$ cat src/logic/tmr_unused_placeholder_none.sv
// Intentionally empty: no further design content.
`timescale 1ns/1ps
`default_nettype none
`default_nettype wire

$ cat src/logic/tmr_pkg.sv
// Constants for the timer control and reload slice: addresses, field positions, resets, divider counts.
// Assumes an 8-bit special-function register bus and a single core clock.

package tmr_pkg;

   // ****************************************
   // Register addresses
   // ****************************************
   localparam logic [7:0] ADDR_CONTROL     = 8'hc8;
   localparam logic [7:0] ADDR_RELOAD_LOW  = 8'hca;
   localparam logic [7:0] ADDR_RELOAD_HIGH = 8'hcb;
   localparam logic [7:0] ADDR_COUNT_LOW   = 8'hcc;
   localparam logic [7:0] ADDR_COUNT_HIGH  = 8'hcd;

   // ****************************************
   // Control field positions
   // ****************************************
   localparam int BIT_HIGH_FLAG  = 7;
   localparam int BIT_LOW_FLAG   = 6;
   localparam int BIT_LOW_IRQ_EN = 5;
   localparam int BIT_CAPTURE_EN = 4;
   localparam int BIT_SPLIT      = 3;
   localparam int BIT_RUN        = 2;
   localparam int BIT_EXT_CLK    = 0;

   // ****************************************
   // Reset values and byte maximum
   // ****************************************
   localparam logic [7:0] RESET_BYTE = 8'h00;
   localparam logic [7:0] BYTE_MAX   = 8'hff;

   // ****************************************
   // Clock dividers
   // ****************************************
   localparam int CORE_DIV = 12;
   localparam int EXT_DIV  = 8;

endpackage

$ cat src/logic/tmr_tick_if.sv
// Carrier for count enables and the oscillator edge pulse between timer modules.
// Assumes all members are one-cycle pulses in the core clock domain.
`timescale 1ns/1ps
`default_nettype none

interface tmr_tick_if;
   logic core_tick;
   logic ext_tick;
   logic osc_fall;

   modport clk_src  (output core_tick, output ext_tick);
   modport edge_src (output osc_fall);
   modport sink     (input core_tick, input ext_tick, input osc_fall);
endinterface

`default_nettype wire

$ cat src/logic/tmr_clk_gen.sv
// Count enables: core clock divided by 12, external oscillator divided by 8.
// Assumes the external oscillator is far slower than the core clock.
`timescale 1ns/1ps
`default_nettype none

module tmr_clk_gen #(
   parameter int CORE_DIV = tmr_pkg::CORE_DIV,
   parameter int EXT_DIV  = tmr_pkg::EXT_DIV
) (
   input  wire logic  sys_clk,
   input  wire logic  resetn,
   input  wire logic  ext_osc,
   tmr_tick_if.clk_src ticks
);

   // Dividers must fit the 8-bit counters
   if (CORE_DIV < 2 || CORE_DIV > 256 || EXT_DIV < 2 || EXT_DIV > 256) begin
      $error("tmr_clk_gen: divider out of range");
   end

   logic [7:0] core_cnt;
   logic [7:0] ext_cnt;
   logic       ext_s1;
   logic       ext_s2;
   logic       ext_s3;

   // ****************************************
   // Core clock divider
   // ****************************************
   always_ff @(posedge sys_clk) begin
      if (!resetn) begin
         core_cnt        <= 8'h00;
         ticks.core_tick <= 1'b0;
      end else if (core_cnt == 8'(CORE_DIV - 1)) begin
         core_cnt        <= 8'h00;
         ticks.core_tick <= 1'b1;
      end else begin
         core_cnt        <= core_cnt + 8'h01;
         ticks.core_tick <= 1'b0;
      end
   end

   // ****************************************
   // External oscillator sync and divider
   // ****************************************
   always_ff @(posedge sys_clk) begin
      if (!resetn) begin
         ext_s1 <= 1'b0;
         ext_s2 <= 1'b0;
         ext_s3 <= 1'b0;
      end else begin
         ext_s1 <= ext_osc;
         ext_s2 <= ext_s1;
         ext_s3 <= ext_s2;
      end
   end

   always_ff @(posedge sys_clk) begin
      if (!resetn) begin
         ext_cnt        <= 8'h00;
         ticks.ext_tick <= 1'b0;
      end else if (ext_s2 && !ext_s3) begin
         ext_cnt        <= (ext_cnt == 8'(EXT_DIV - 1)) ? 8'h00 : ext_cnt + 8'h01;
         ticks.ext_tick <= (ext_cnt == 8'(EXT_DIV - 1));
      end else begin
         ticks.ext_tick <= 1'b0;
      end
   end
endmodule

`default_nettype wire

$ cat src/logic/tmr_osc_edge.sv
// Finds falling edges of the low-frequency oscillator after synchronising it.
// Assumes the oscillator stays at each level for at least two core clocks.
`timescale 1ns/1ps
`default_nettype none

module tmr_osc_edge (
   input  wire logic    sys_clk,
   input  wire logic    resetn,
   input  wire logic    low_freq_oscillator,
   tmr_tick_if.edge_src ticks
);

   logic s1;
   logic s2;
   logic s3;

   // ****************************************
   // Synchroniser and edge detector
   // ****************************************
   always_ff @(posedge sys_clk) begin
      if (!resetn) begin
         s1 <= 1'b0;
         s2 <= 1'b0;
         s3 <= 1'b0;
      end else begin
         s1 <= low_freq_oscillator;
         s2 <= s1;
         s3 <= s2;
      end
   end

   always_ff @(posedge sys_clk) begin
      if (!resetn) begin
         ticks.osc_fall <= 1'b0;
      end else begin
         ticks.osc_fall <= s3 && !s2;
      end
   end
endmodule

`default_nettype wire

$ cat src/logic/tmr_timer.sv
// Timer top: control, reload and count registers on the special-function bus, counters, capture.
// Assumes the CPU interrupt enable and the two byte clock selects arrive as synchronous levels.
`timescale 1ns/1ps
`default_nettype none

module tmr_timer (
   input  wire logic       sys_clk,
   input  wire logic       resetn,
   input  wire logic [7:0] sfr_addr,
   input  wire logic       sfr_wr,
   input  wire logic       sfr_rd,
   input  wire logic [7:0] sfr_wdata,
   output logic      [7:0] sfr_rdata,
   input  wire logic       cpu_irq_enable,
   input  wire logic       high_byte_clock_select,
   input  wire logic       low_byte_clock_select,
   input  wire logic       ext_osc,
   input  wire logic       low_freq_oscillator,
   output logic            irq_req
);

   // ****************************************
   // Register state
   // ****************************************
   logic       high_overflow_flag;
   logic       low_overflow_flag;
   logic       low_byte_irq_enable;
   logic       osc_capture_enable;
   logic       split_mode;
   logic       run_control;
   logic       ext_clock_select;
   logic [7:0] timer_reload_low;
   logic [7:0] timer_reload_high;
   logic [7:0] timer_count_low;
   logic [7:0] timer_count_high;

   logic [7:0] next_count_low;
   logic [7:0] next_count_high;
   logic       set_high;
   logic       set_low;
   logic       tick_low;
   logic       tick_high;
   logic       capture;
   logic       wr_ctrl;
   logic       wr_rll;
   logic       wr_rlh;
   logic       wr_cl;
   logic       wr_ch;

   tmr_tick_if ticks ();

   tmr_clk_gen u_clk_gen (
      .sys_clk (sys_clk),
      .resetn  (resetn),
      .ext_osc (ext_osc),
      .ticks   (ticks.clk_src)
   );

   tmr_osc_edge u_osc_edge (
      .sys_clk             (sys_clk),
      .resetn              (resetn),
      .low_freq_oscillator (low_freq_oscillator),
      .ticks               (ticks.edge_src)
   );

   // ****************************************
   // Bus decode
   // ****************************************
   assign wr_ctrl = sfr_wr && (sfr_addr == tmr_pkg::ADDR_CONTROL);
   assign wr_rll  = sfr_wr && (sfr_addr == tmr_pkg::ADDR_RELOAD_LOW);
   assign wr_rlh  = sfr_wr && (sfr_addr == tmr_pkg::ADDR_RELOAD_HIGH);
   assign wr_cl   = sfr_wr && (sfr_addr == tmr_pkg::ADDR_COUNT_LOW);
   assign wr_ch   = sfr_wr && (sfr_addr == tmr_pkg::ADDR_COUNT_HIGH);

   // ****************************************
   // Clock source selection
   // ****************************************
   // Byte select set: every core clock; else external or divide-by-12 enable
   assign tick_low  = low_byte_clock_select ? 1'b1 :
                      (ext_clock_select ? ticks.ext_tick : ticks.core_tick);
   assign tick_high = high_byte_clock_select ? 1'b1 :
                      (ext_clock_select ? ticks.ext_tick : ticks.core_tick);
   assign capture   = osc_capture_enable && ticks.osc_fall;

   // ****************************************
   // Counter next state
   // ****************************************
   always_comb begin
      next_count_low  = timer_count_low;
      next_count_high = timer_count_high;
      set_low         = 1'b0;
      set_high        = capture;
      if (!split_mode) begin
         if (run_control && tick_low) begin
            if ({timer_count_high, timer_count_low} == {tmr_pkg::BYTE_MAX, tmr_pkg::BYTE_MAX}) begin
               {next_count_high, next_count_low} = {timer_reload_high, timer_reload_low};
               set_high = 1'b1;
            end else begin
               {next_count_high, next_count_low} = {timer_count_high, timer_count_low} + 16'h0001;
            end
            set_low = (timer_count_low == tmr_pkg::BYTE_MAX);
         end
      end else begin
         if (tick_low) begin
            if (timer_count_low == tmr_pkg::BYTE_MAX) begin
               next_count_low = timer_reload_low;
               set_low        = 1'b1;
            end else begin
               next_count_low = timer_count_low + 8'h01;
            end
         end
         if (run_control && tick_high) begin
            if (timer_count_high == tmr_pkg::BYTE_MAX) begin
               next_count_high = timer_reload_high;
               set_high        = 1'b1;
            end else begin
               next_count_high = timer_count_high + 8'h01;
            end
         end
      end
      if (wr_cl) begin
         next_count_low = sfr_wdata;
      end
      if (wr_ch) begin
         next_count_high = sfr_wdata;
      end
   end

   always_ff @(posedge sys_clk) begin
      if (!resetn) begin
         timer_count_low  <= tmr_pkg::RESET_BYTE;
         timer_count_high <= tmr_pkg::RESET_BYTE;
      end else begin
         timer_count_low  <= next_count_low;
         timer_count_high <= next_count_high;
      end
   end

   // ****************************************
   // Control register
   // ****************************************
   always_ff @(posedge sys_clk) begin
      if (!resetn) begin
         low_byte_irq_enable <= 1'b0;
         osc_capture_enable  <= 1'b0;
         split_mode          <= 1'b0;
         run_control         <= 1'b0;
         ext_clock_select    <= 1'b0;
      end else if (wr_ctrl) begin
         low_byte_irq_enable <= sfr_wdata[tmr_pkg::BIT_LOW_IRQ_EN];
         osc_capture_enable  <= sfr_wdata[tmr_pkg::BIT_CAPTURE_EN];
         split_mode          <= sfr_wdata[tmr_pkg::BIT_SPLIT];
         run_control         <= sfr_wdata[tmr_pkg::BIT_RUN];
         ext_clock_select    <= sfr_wdata[tmr_pkg::BIT_EXT_CLK];
      end
   end

   // Hardware set wins over a software write in the same cycle
   always_ff @(posedge sys_clk) begin
      if (!resetn) begin
         high_overflow_flag <= 1'b0;
         low_overflow_flag  <= 1'b0;
      end else begin
         high_overflow_flag <= (wr_ctrl ? sfr_wdata[tmr_pkg::BIT_HIGH_FLAG] : high_overflow_flag)
                               | set_high;
         low_overflow_flag  <= (wr_ctrl ? sfr_wdata[tmr_pkg::BIT_LOW_FLAG] : low_overflow_flag)
                               | set_low;
      end
   end

   // ****************************************
   // Reload registers and capture
   // ****************************************
   always_ff @(posedge sys_clk) begin
      if (!resetn) begin
         timer_reload_low  <= tmr_pkg::RESET_BYTE;
         timer_reload_high <= tmr_pkg::RESET_BYTE;
      end else if (capture) begin
         timer_reload_low  <= timer_count_low;
         timer_reload_high <= timer_count_high;
      end else begin
         if (wr_rll) begin
            timer_reload_low <= sfr_wdata;
         end
         if (wr_rlh) begin
            timer_reload_high <= sfr_wdata;
         end
      end
   end

   // ****************************************
   // Read data and interrupt
   // ****************************************
   always_ff @(posedge sys_clk) begin
      if (!resetn) begin
         sfr_rdata <= 8'h00;
      end else if (sfr_rd) begin
         unique case (sfr_addr)
            tmr_pkg::ADDR_CONTROL:     sfr_rdata <= {high_overflow_flag, low_overflow_flag,
                                                     low_byte_irq_enable, osc_capture_enable,
                                                     split_mode, run_control, 1'b0, ext_clock_select};
            tmr_pkg::ADDR_RELOAD_LOW:  sfr_rdata <= timer_reload_low;
            tmr_pkg::ADDR_RELOAD_HIGH: sfr_rdata <= timer_reload_high;
            tmr_pkg::ADDR_COUNT_LOW:   sfr_rdata <= timer_count_low;
            tmr_pkg::ADDR_COUNT_HIGH:  sfr_rdata <= timer_count_high;
            default:                   sfr_rdata <= 8'h00;
         endcase
      end
   end

   always_ff @(posedge sys_clk) begin
      if (!resetn) begin
         irq_req <= 1'b0;
      end else begin
         irq_req <= cpu_irq_enable && (high_overflow_flag ||
                    (low_overflow_flag && low_byte_irq_enable));
      end
   end
endmodule

`default_nettype wire

$ cat config.mk
export PLATFORM = sky130hd
export DESIGN_NAME = tmr_timer
export DESIGN_NICKNAME = d
export VERILOG_FILES = /design/src/logic/tmr_unused_placeholder_none.sv /design/src/logic/tmr_pkg.sv /design/src/logic/tmr_tick_if.sv /design/src/logic/tmr_clk_gen.sv /design/src/logic/tmr_osc_edge.sv /design/src/logic/tmr_timer.sv
export SDC_FILE = /design/constraint.sdc
export NUM_CORES = 1
export LEC_CHECK = 0
export BUFFER_PORTS_ARGS = -buffer_cell sky130_fd_sc_hd__buf_2
export CORE_UTILIZATION = 43
export DETAILED_ROUTE_END_ITERATION = 8
export GPL_TIMING_DRIVEN = 0
export SLEW_MARGIN = 20
export SYNTH_ARGS = -nofsm -noshare
export SYNTH_HDL_FRONTEND = slang
export SYNTH_HIERARCHICAL = 1
export SYNTH_SLANG_ARGS = --single-unit
export TNS_END_PERCENT = 50
$ cat constraint.sdc
create_clock -name sys_clk -period 2.2 [get_ports sys_clk]
set_clock_uncertainty 0.15 [all_clocks]
set_input_delay 0.11 -clock sys_clk [delete_from_list [all_inputs] [get_ports sys_clk]]
set_output_delay 0.11 -clock sys_clk [all_outputs]
set_load 0.005 [all_outputs]
* Word level (Yosys, flattened, before mapping)
Index checks and enable logic that the tools add are counted. W data, S select, Z words.
Cells by class: equal/unequal tests 12, bitwise logic cells 3, add/subtract/negate cells 5, reductions and logical operators 23, multiplexer cells 33
Operators with widths (number):
- $mux W8 | 17
- $eq A8 B8 Y1 const B | 7
- $pmux W8 S5 | 1
- $add A8 B1 Y8 const B | 4
- $add A16 B1 Y16 const B | 1
- $eq A16 B16 Y1 const B | 1
- $mux W1 | 15
- $logic_and A1 B1 Y1 | 12
- $eq A8 B3 Y1 const B | 1
- $eq A8 B4 Y1 const B | 1
- $ne A3 B1 Y1 const B | 2
- $reduce_and A2 Y1 | 3
- $reduce_bool A3 Y1 | 2
- $reduce_bool A2 Y1 | 2
- $logic_not A1 Y1 | 2
- $or A1 B1 Y1 | 2
- $reduce_or A2 Y1 | 1
- $logic_or A1 B1 Y1 | 1
- $not A1 Y1 | 1
Word-level totals: output and inout port bits 9, input port bits 25, word-level logic and storage cells 100, register bits 73

* Logic depth before layout (Yosys ltp)
Gate-level depths: netlist of run 1.
depth after elaboration 6, depth in mapped cells 8, mapped depth without buffers 7

* Modules after synthesis
The synthesis of run 1 kept the hierarchy.
By module, submodules not included:
- tmr_timer | cells each 362, times used 1, area an instance 2949.1 um2, seq. area each 960.9 um2
- tmr_clk_gen | cells each 88, times used 1, area an instance 855.8 um2, seq. area each 420.4 um2
- tmr_osc_edge | cells each 8, times used 1, area an instance 111.4 um2, seq. area each 80.1 um2

* Least setup slack after synthesis of run 1
OpenSTA, ideal clock, no wires.
kind reg2reg, from register timer_count_low[0], to register timer_count_high[0], path buffers 0, data required time 1.917 ns, setup time 0.133 ns, period minus slack after synthesis 1.917 ns, setup slack 0.283 ns, arrival time 1.634 ns, stages on the path, launching flop included 8, cells stage by stage dfxtp_1 ha_1 and2_1 a31oi_1 nor2_4 mux2_1 a31oi_1 o22ai_1
Between the ends: cells in the longest elaborated chain, start to end 5, elaborated cells on any way between the ends 6, classes of those cells add/sub: 1; eq/ne: 1; mux: 4
RTL lines:
- start: declaration | RTL line tmr_timer.sv:34 | logic [7:0] timer_count_low;
- start signal: assignment | RTL line tmr_timer.sv:131 | timer_count_low <= tmr_pkg::RESET_BYTE;
- start signal: assignment | RTL line tmr_timer.sv:134 | timer_count_low <= next_count_low;
- $add A16 B1 Y16 / $eq A16 B16 Y1 (equally long branches) | RTL line tmr_timer.sv:99, tmr_timer.sv:95
- $mux W8 * | RTL line tmr_timer.sv:95 | if ({timer_count_high, timer_count_low} == {tmr_pkg::BYTE_MAX, tmr_pkg::BYTE_MAX}) begin
- $mux W8 * | RTL line tmr_timer.sv:94 | if (run_control && tick_low) begin
- $mux W8 * | RTL line tmr_timer.sv:93 | if (!split_mode) begin
- $mux W8 * | RTL line tmr_timer.sv:124 | if (wr_ch) begin
- end signal: assignment | RTL line tmr_timer.sv:132 | timer_count_high <= tmr_pkg::RESET_BYTE;
- end signal: assignment | RTL line tmr_timer.sv:135 | timer_count_high <= next_count_high;
- end: declaration | RTL line tmr_timer.sv:35 | logic [7:0] timer_count_high;
Mark *: on every way between the ends. The rest lies on a longest branch, timed or not. The select of a mux whose other input is x is not followed. A chain may end at the register's enable or synchronous reset.

* Final worst setup path of run 1
from register timer_count_low[0], to register timer_count_low[1]
Between the ends: cells in the longest elaborated chain, start to end 5, elaborated cells on any way between the ends 10, classes of those cells add/sub: 2; eq/ne: 2; mux: 6
RTL lines:
- $add A16 B1 Y16, or another cell as far along | RTL line tmr_timer.sv:99 | {next_count_high, next_count_low} = {timer_count_high, timer_count_low} + 16'h0001;
- $mux W8, on equally long branches | RTL line tmr_timer.sv:95, tmr_timer.sv:105
- $mux W8, on equally long branches | RTL line tmr_timer.sv:94, tmr_timer.sv:104
- $mux W8 * | RTL line tmr_timer.sv:93
- $mux W8 * | RTL line tmr_timer.sv:121 | if (wr_cl) begin
Marks and branches as above.

==> results of run 1 <==
[state kept, by name (all words and copies together) (netlist names), 8 cells and up]
| name | count |
|---|---|
| timer_reload_low | 8 |
| u_clk_gen/ext_cnt | 8 |
| timer_count_low | 8 |
| sfr_rdata | 8 |
| u_clk_gen/core_cnt | 8 |
| timer_reload_high | 8 |
| timer_count_high | 8 |
[power breakdown]
group / leakage [nW] / switching [mW] / internal (mW) / total (mW)
logic: 1.08 / 0.108 / 0.0791 / 0.187
registers: 0.592 / 0.0109 / 1.34 / 1.35
clock network: 0.0981 / 0.530 / 0.547 / 1.08
[how the worst min path moves through the flow]
| stage | startpoint | to | cells past startpoint |
|---|---|---|---|
| after global routing | sfr_addr[0] | sfr_rdata[1] | 5 |
| after global placement | ext_osc | u_clk_gen/ext_s1 | 2 |
| after detailed placement | ext_osc | u_clk_gen/ext_s1 | 2 |
| after CTS | sfr_addr[0] | sfr_rdata[1] | 5 |
| after floorplan | cpu_irq_enable | irq_req | 2 |
| final | sfr_addr[0] | sfr_rdata[1] | 5 |
[Yosys cell counts (2+ instances only)]
library cell	count	area share [%]
dfxtp_1	73	37
o21ai_0	51	6.5
a21oi_1	48	6.1
nor2_1	42	4.0
mux2i_1	31	7.9
nand2_1	25	2.4
nand3_1	15	1.9
clkbuf_1	14	1.3
a221oi_1	9	2.0
inv_1	8	0.77
nand4_1	8	1.3
nor2b_1	8	1.3
and3_1	7	1.1
or3_1	7	1.1
buf_2	6	0.77
and2_1	5	0.80
o21a_1	5	0.96
xnor2_1	5	1.1
a21boi_0	4	0.77
ha_1	4	1.3
nand2b_1	4	0.64
o22ai_1	4	0.64
xor2_1	4	0.89
a211oi_1	3	0.58
a31oi_1	3	0.48
and2_2	3	0.58
nand4b_1	3	0.67
o211ai_1	3	0.58
o2bb2ai_1	3	0.67
buf_4	2	0.38
mux2_2	2	0.58
nand3_2	2	0.51
nand3_4	2	0.89
nor3_1	2	0.26
nor3_2	2	0.51
nor4_1	2	0.32
o221a_2	2	0.58
o221ai_1	2	0.45
o31ai_1	2	0.38
o31ai_4	2	1.1
or4_4	2	0.58
[timing repair]
| action | CTS | global route |
|---|---|---|
| endpoints found under the setup margin | 1 | 7 |
| endpoints found under the hold margin | 36 | 0 |
| buffers inserted | 1 | 0 |
| hold buffers | 14 | 0 |
| resized for setup | 0 | 6 |
| pin swaps | 1 | 0 |
| gates cloned | 0 | 0 |
[layout make-up]
cell class                 instances  area, um2
clock buffer                      10        138
tap                              108        135
buffer                            23        109
fill                             866       4190
sequential                        73       1460
clock inverter                     5       56.3
inverter                           8       30.0
multi-input combinational        354       2330
timing repair buffer              47        308
[per-layer routing]
| metal | part of all wire (%) | vias to the layer above | wire length [um] | global-route usage, % |
|---|---|---|---|---|
| li1 | - | 1807 | - | - |
| met1 | 44 | 1813 | 4950 | 31.2 |
| met2 | 47 | 148 | 5270 | 40.7 |
| met3 | 6.6 | 27 | 747 | 3.24 |
| met4 | 3.0 | 0 | 344 | 11.8 |
| met5 | 0 | - | 0 | 0 |
[cell families after synthesis]
logic type               share of synthesized area, %
AO/OA/AOI/OAI                                    25.0
AND/OR/NAND/NOR                                  22.0
flip-flops                                       37.3
multiplexers                                     8.79
buffers and inverters                            3.55
XOR/XNOR                                         2.01
adder cells (fa/ha/maj)                          1.28
[critical path, cell delays in order (launching register included)]
cell	delay (ps)
dfxtp_1	430
ha_1	220
and2_2	250
nand3_4	110
a21oi_4	170
buf_6	160
mux2i_1	220
a211oi_2	90
o21a_1	200
[per-stage QoR]
| stage | setup TNS [ps] | hold WS, ps | setup WS [ps] | util, % |
|---|---|---|---|---|
| CTS | 0 | 118 | 21.7 | 52.0 |
| floorplan | 0 | 79.2 | 283 | - |
| finish | 0 | 124 | 94.7 | 52.2 |
| global route | -0.0728 | 158 | -0.0728 | 52.2 |
| global placement | 0 | 168 | 51.5 | 48.1 |
| detailed placement | 0 | 172 | 8.15 | 48.1 |
==> impl_metrics.yaml, run 1 <==
timing:
  setup_viol: 0
  hold_viol: 0
  worst_pin_slew_ps: 727
  fin_crit_sh_pct: 95.7
  layout_min_cycle_time_ps: 2110
  worst_slew_margin_rel_pct: 51.3
  max_freq_mhz: 475
  maxSlewViolCount: 0
cts:
  cts_sinks: 73
  tritoncts: "built"
  htreeDepth: 3
  cts_buffer_depth: 2
  clock_latency_ps: 360
  root_buffer: "clkbuf_8"
  cts.reportedPaths.clkPinSlew_ps: 80
  cts_made_buffers: 9
routing:
  vias_per_cell: 6.04
  dr_total_vias: 3795
  wl_um: 11300
  drc: 0
  avgRoutedWirePerCell_um: 18.0
  ant_nets: 0
  firstDrtPassIters: 5
  drtIter0Drc: 288
cells_and_area:
  layout_common_cells: "71 x dfxtp_1, 51 x o21ai_0, 48 x a21oi_1"
  stdcell_count: 628
  drive_gt1_share_pct: 17.9
  nNetsFinal: 545
  diodes: 0
  syn2layout_area_growth_pct: 16.8
  final_common_cell: "dfxtp_1"
  postLayoutCellArea_um2: 4570
floorplan:
  die_area_um2: 9490
  rows: 34
  dieHeight_um: 97.4
  die_w_um: 97.4
  fp.coreArea_um2: 8760
  start_util_pct: 44.7
  io_pins: 34
synth:
  ys_types: 70
  ys_seq_area_share_pct: 37.3
  ys_ff_latch: 73
  ys.flop_type: "dfxtp_1"
  avgSynthCellArea_um2: 8.55
  yosys_warnings: 6
  synth-async-reset-ratio_pct: 0
  synth_area_um2: 3920
  synth_edf_count: 0
  synth_nets: 487
  synth_cells: 458
setup_path:
  worstRegToRegCells: 8
  timing_worst_setup_path_type: "reg2reg"
  r2r_slack_ps: 90
  regToRegEndpoint: "timer_count_low[1]"
  startpoint_type: "flip-flop"
  cp-startpoint: "timer_count_low[0]"
  path_max_fanout: 10
  r2r-start: "timer_count_low[0]"
  cp-end-kind: "flip-flop"
  arrival_ps: 2210
  critPathCapture: "timer_count_low[1]"
  critPathRequiredTime_ps: 2300
place:
  port_buffers: 32
  dp_cells: 598
  placed_cell_area_um2: 4210
  hpwl_um: 7830
  gp_congestion: 0.873
power_and_ir_drop:
  ir_worst_vdd_mv: 0.384
  p_per_area_nw_per_um2: 571
  power.leakage_nw: 1.77
  finalPower_mw: 2.61
global_route:
  track_usage_pct: 24.5
  antenna_found_initial: 0
  grt_pass1_wl_um: 18300
  grt_start_max_net_pins: 13
  grt_pass1_vias: 3604
  gr-total-overflow: 0
outcome:
  status: "finished, final reports clean"
hold_path:
  hp-class: "in2reg"
run:
  maxCapViolCount: 0
Power figures use the tool's default switching activity.
==> run 2, diff against run 1 <==
SETUP_SLACK_MARGIN = 0.3   (was unset)
==> run 2 against run 1 <==
Against the previous run:
- combinational power about the same
- worst setup slack gained 220 ps
- register-to-register slack better by 220 ps
- sequential share of layout area down 0.90 points
- wire length grew 0.50%
- clock power rose by 4%
- maximum frequency increased by 12%
- die area unchanged
- critical path type unchanged
==> impl_metrics.yaml, run 2 (synthesis gave the netlist of run 1 again) <==
outcome:
  status: "finished, final reports clean"
routing:
  wl_um: 11400
  vias_per_cell: 5.91
  dr_total_vias: 3777
  ant_nets: 0
  firstDrtPassIters: 5
  drtIter0Drc: 273
  drc: 0
  avgRoutedWirePerCell_um: 17.8
cts:
  cts_sinks: 73
  tritoncts: "built"
  root_buffer: "clkbuf_8"
  clock_latency_ps: 360
  cts_buffer_depth: 2
  htreeDepth: 3
  cts_made_buffers: 9
  cts.reportedPaths.clkPinSlew_ps: 90
floorplan:
  die_w_um: 97.4
  io_pins: 34
  rows: 34
  die_area_um2: 9490
  fp.coreArea_um2: 8760
  dieHeight_um: 97.4
  start_util_pct: 44.7
setup_path:
  cp-end-kind: "flip-flop"
  timing_worst_setup_path_type: "reg2reg"
  critPathRequiredTime_ps: 2300
  path_max_fanout: 9
  arrival_ps: 1980
  startpoint_type: "flip-flop"
power_and_ir_drop:
  finalPower_mw: 2.66
  swShare_pct: 24.5
  power.leakage_nw: 1.85
  power.share.sequential_pct: 50.7
  p_int_mw: 2.01
  p_per_area_nw_per_um2: 556
  netSwitchingPower_uw: 650
  p_comb_share_pct: 7.1
  ir_worst_vdd_mv: 0.288
  clkPwrFrac_pct: 42.2
global_route:
  grt_pass1_wl_um: 18600
  grt_start_max_net_pins: 14
  gr-total-overflow: 0
  antenna_found_initial: 0
  grt_pass1_vias: 3603
  track_usage_pct: 24.7
timing:
  tns_ps: 0
  setup_viol: 0
  worst_pin_slew_ps: 737
  fin_crit_sh_pct: 85.7
  whs_ps: 20.2
  max_freq_mhz: 530
  maxSlewViolCount: 0
  hold_viol: 0
  rsz0062_at_grt: "yes"
  layout_min_cycle_time_ps: 1890
  worst_slew_margin_rel_pct: 50.6
place:
  port_buffers: 32
  placed_cell_area_um2: 4220
  gp_congestion: 0.890
  hpwl_um: 7790
cells_and_area:
  diodes: 0
  layout_common_cells: "60 x dfxtp_1, 50 x o21ai_0, 48 x a21oi_1"
  nNetsFinal: 555
  drive_gt1_share_pct: 23.7
  postLayoutCoreUtil_pct: 54.5
  final_common_cell: "dfxtp_1"
  syn2layout_area_growth_pct: 21.9
  postLayoutCellArea_um2: 4780
hold_path:
  hp-class: "in2reg"
run:
  maxCapViolCount: 0
==> run 2: cell count changes in the layout (fill, tap and decap cells not counted), moves of 2 or more <==
cell and change:
dfxtp_1 -11, ha_4 +2, dfxtp_2 +8, buf_6 +2
dfxtp_4 +3, clkbuf_1 -2, buf_2 -2, inv_6 +2
clkbuf_2 +2, buf_4 +10
==> run 2: metal layers <==
layer / part of all wire [%] / track usage [%]
met3: 5.4 / 3.02
met4: 1.7 / 7.92
met1: 44 / 32.8
met2: 49 / 41.5
met5: 0 / 0
==> run 2: critical path, stage by stage, from the launching register on <==
cell      delay [ps]
dfxtp_1          310
buf_4            150
and3_4           230
nand3_4          100
a21oi_4          180
buf_6            150
mux2i_2          220
a211oi_2          90
o21a_1           180
==> run 2: power by group through the flow <==
stage	sequential (mW)	clock [mW]	combinational [mW]
after global placement	1.38	0	0.164
after detailed placement	1.38	0	0.166
after floorplan	1.38	0	0.0895
final	1.35	1.12	0.189
after global routing	1.35	1.20	0.208
after CTS	1.35	1.14	0.187
==> run 2: cell type report <==
cell class	instances	area [um2]
clock inverter	5	60.1
sequential	73	1490
multi-input combinational	354	2410
timing repair buffer	57	383
buffer	23	124
tap	108	135
fill	823	3990
inverter	8	30.0
clock buffer	11	151
==> run 2: what timing repair did <==
| item | 4_1_cts | 5_1_grt |
|---|---|---|
| pin swaps | 4 | 9 |
| buffers inserted | 7 | 4 |
| hold endpoints to repair | 35 | 0 |
| gates resized for setup | 21 | 21 |
| hold buffers | 14 | 0 |
| setup endpoints to repair | 14 | 27 |
==> run 2: stage by stage <==
stage / std cells / setup WS [ps]
2_1_floorplan: 458 / 320
3_3_place_gp: 598 / 55.8
3_5_place_dp: 598 / 26.4
4_1_cts: 635 / 270
5_1_grt: 639 / 229
6_report: 639 / 314
==> run 2: path summary, 6_finish.rpt <==
| check | start | endpoint | slack (ps) | cells after the start |
|---|---|---|---|---|
| setup reg to reg | timer_count_high[5] | timer_count_low[1] | 310 | 8 |
| hold reg to reg | u_clk_gen/core_cnt[0] | u_clk_gen/core_cnt[0] | 300 | 1 |
| setup / recovery | timer_count_high[5] | timer_count_low[1] | 310 | 8 |
| hold / removal | sfr_rd | sfr_rdata[6] | 20 | 4 |
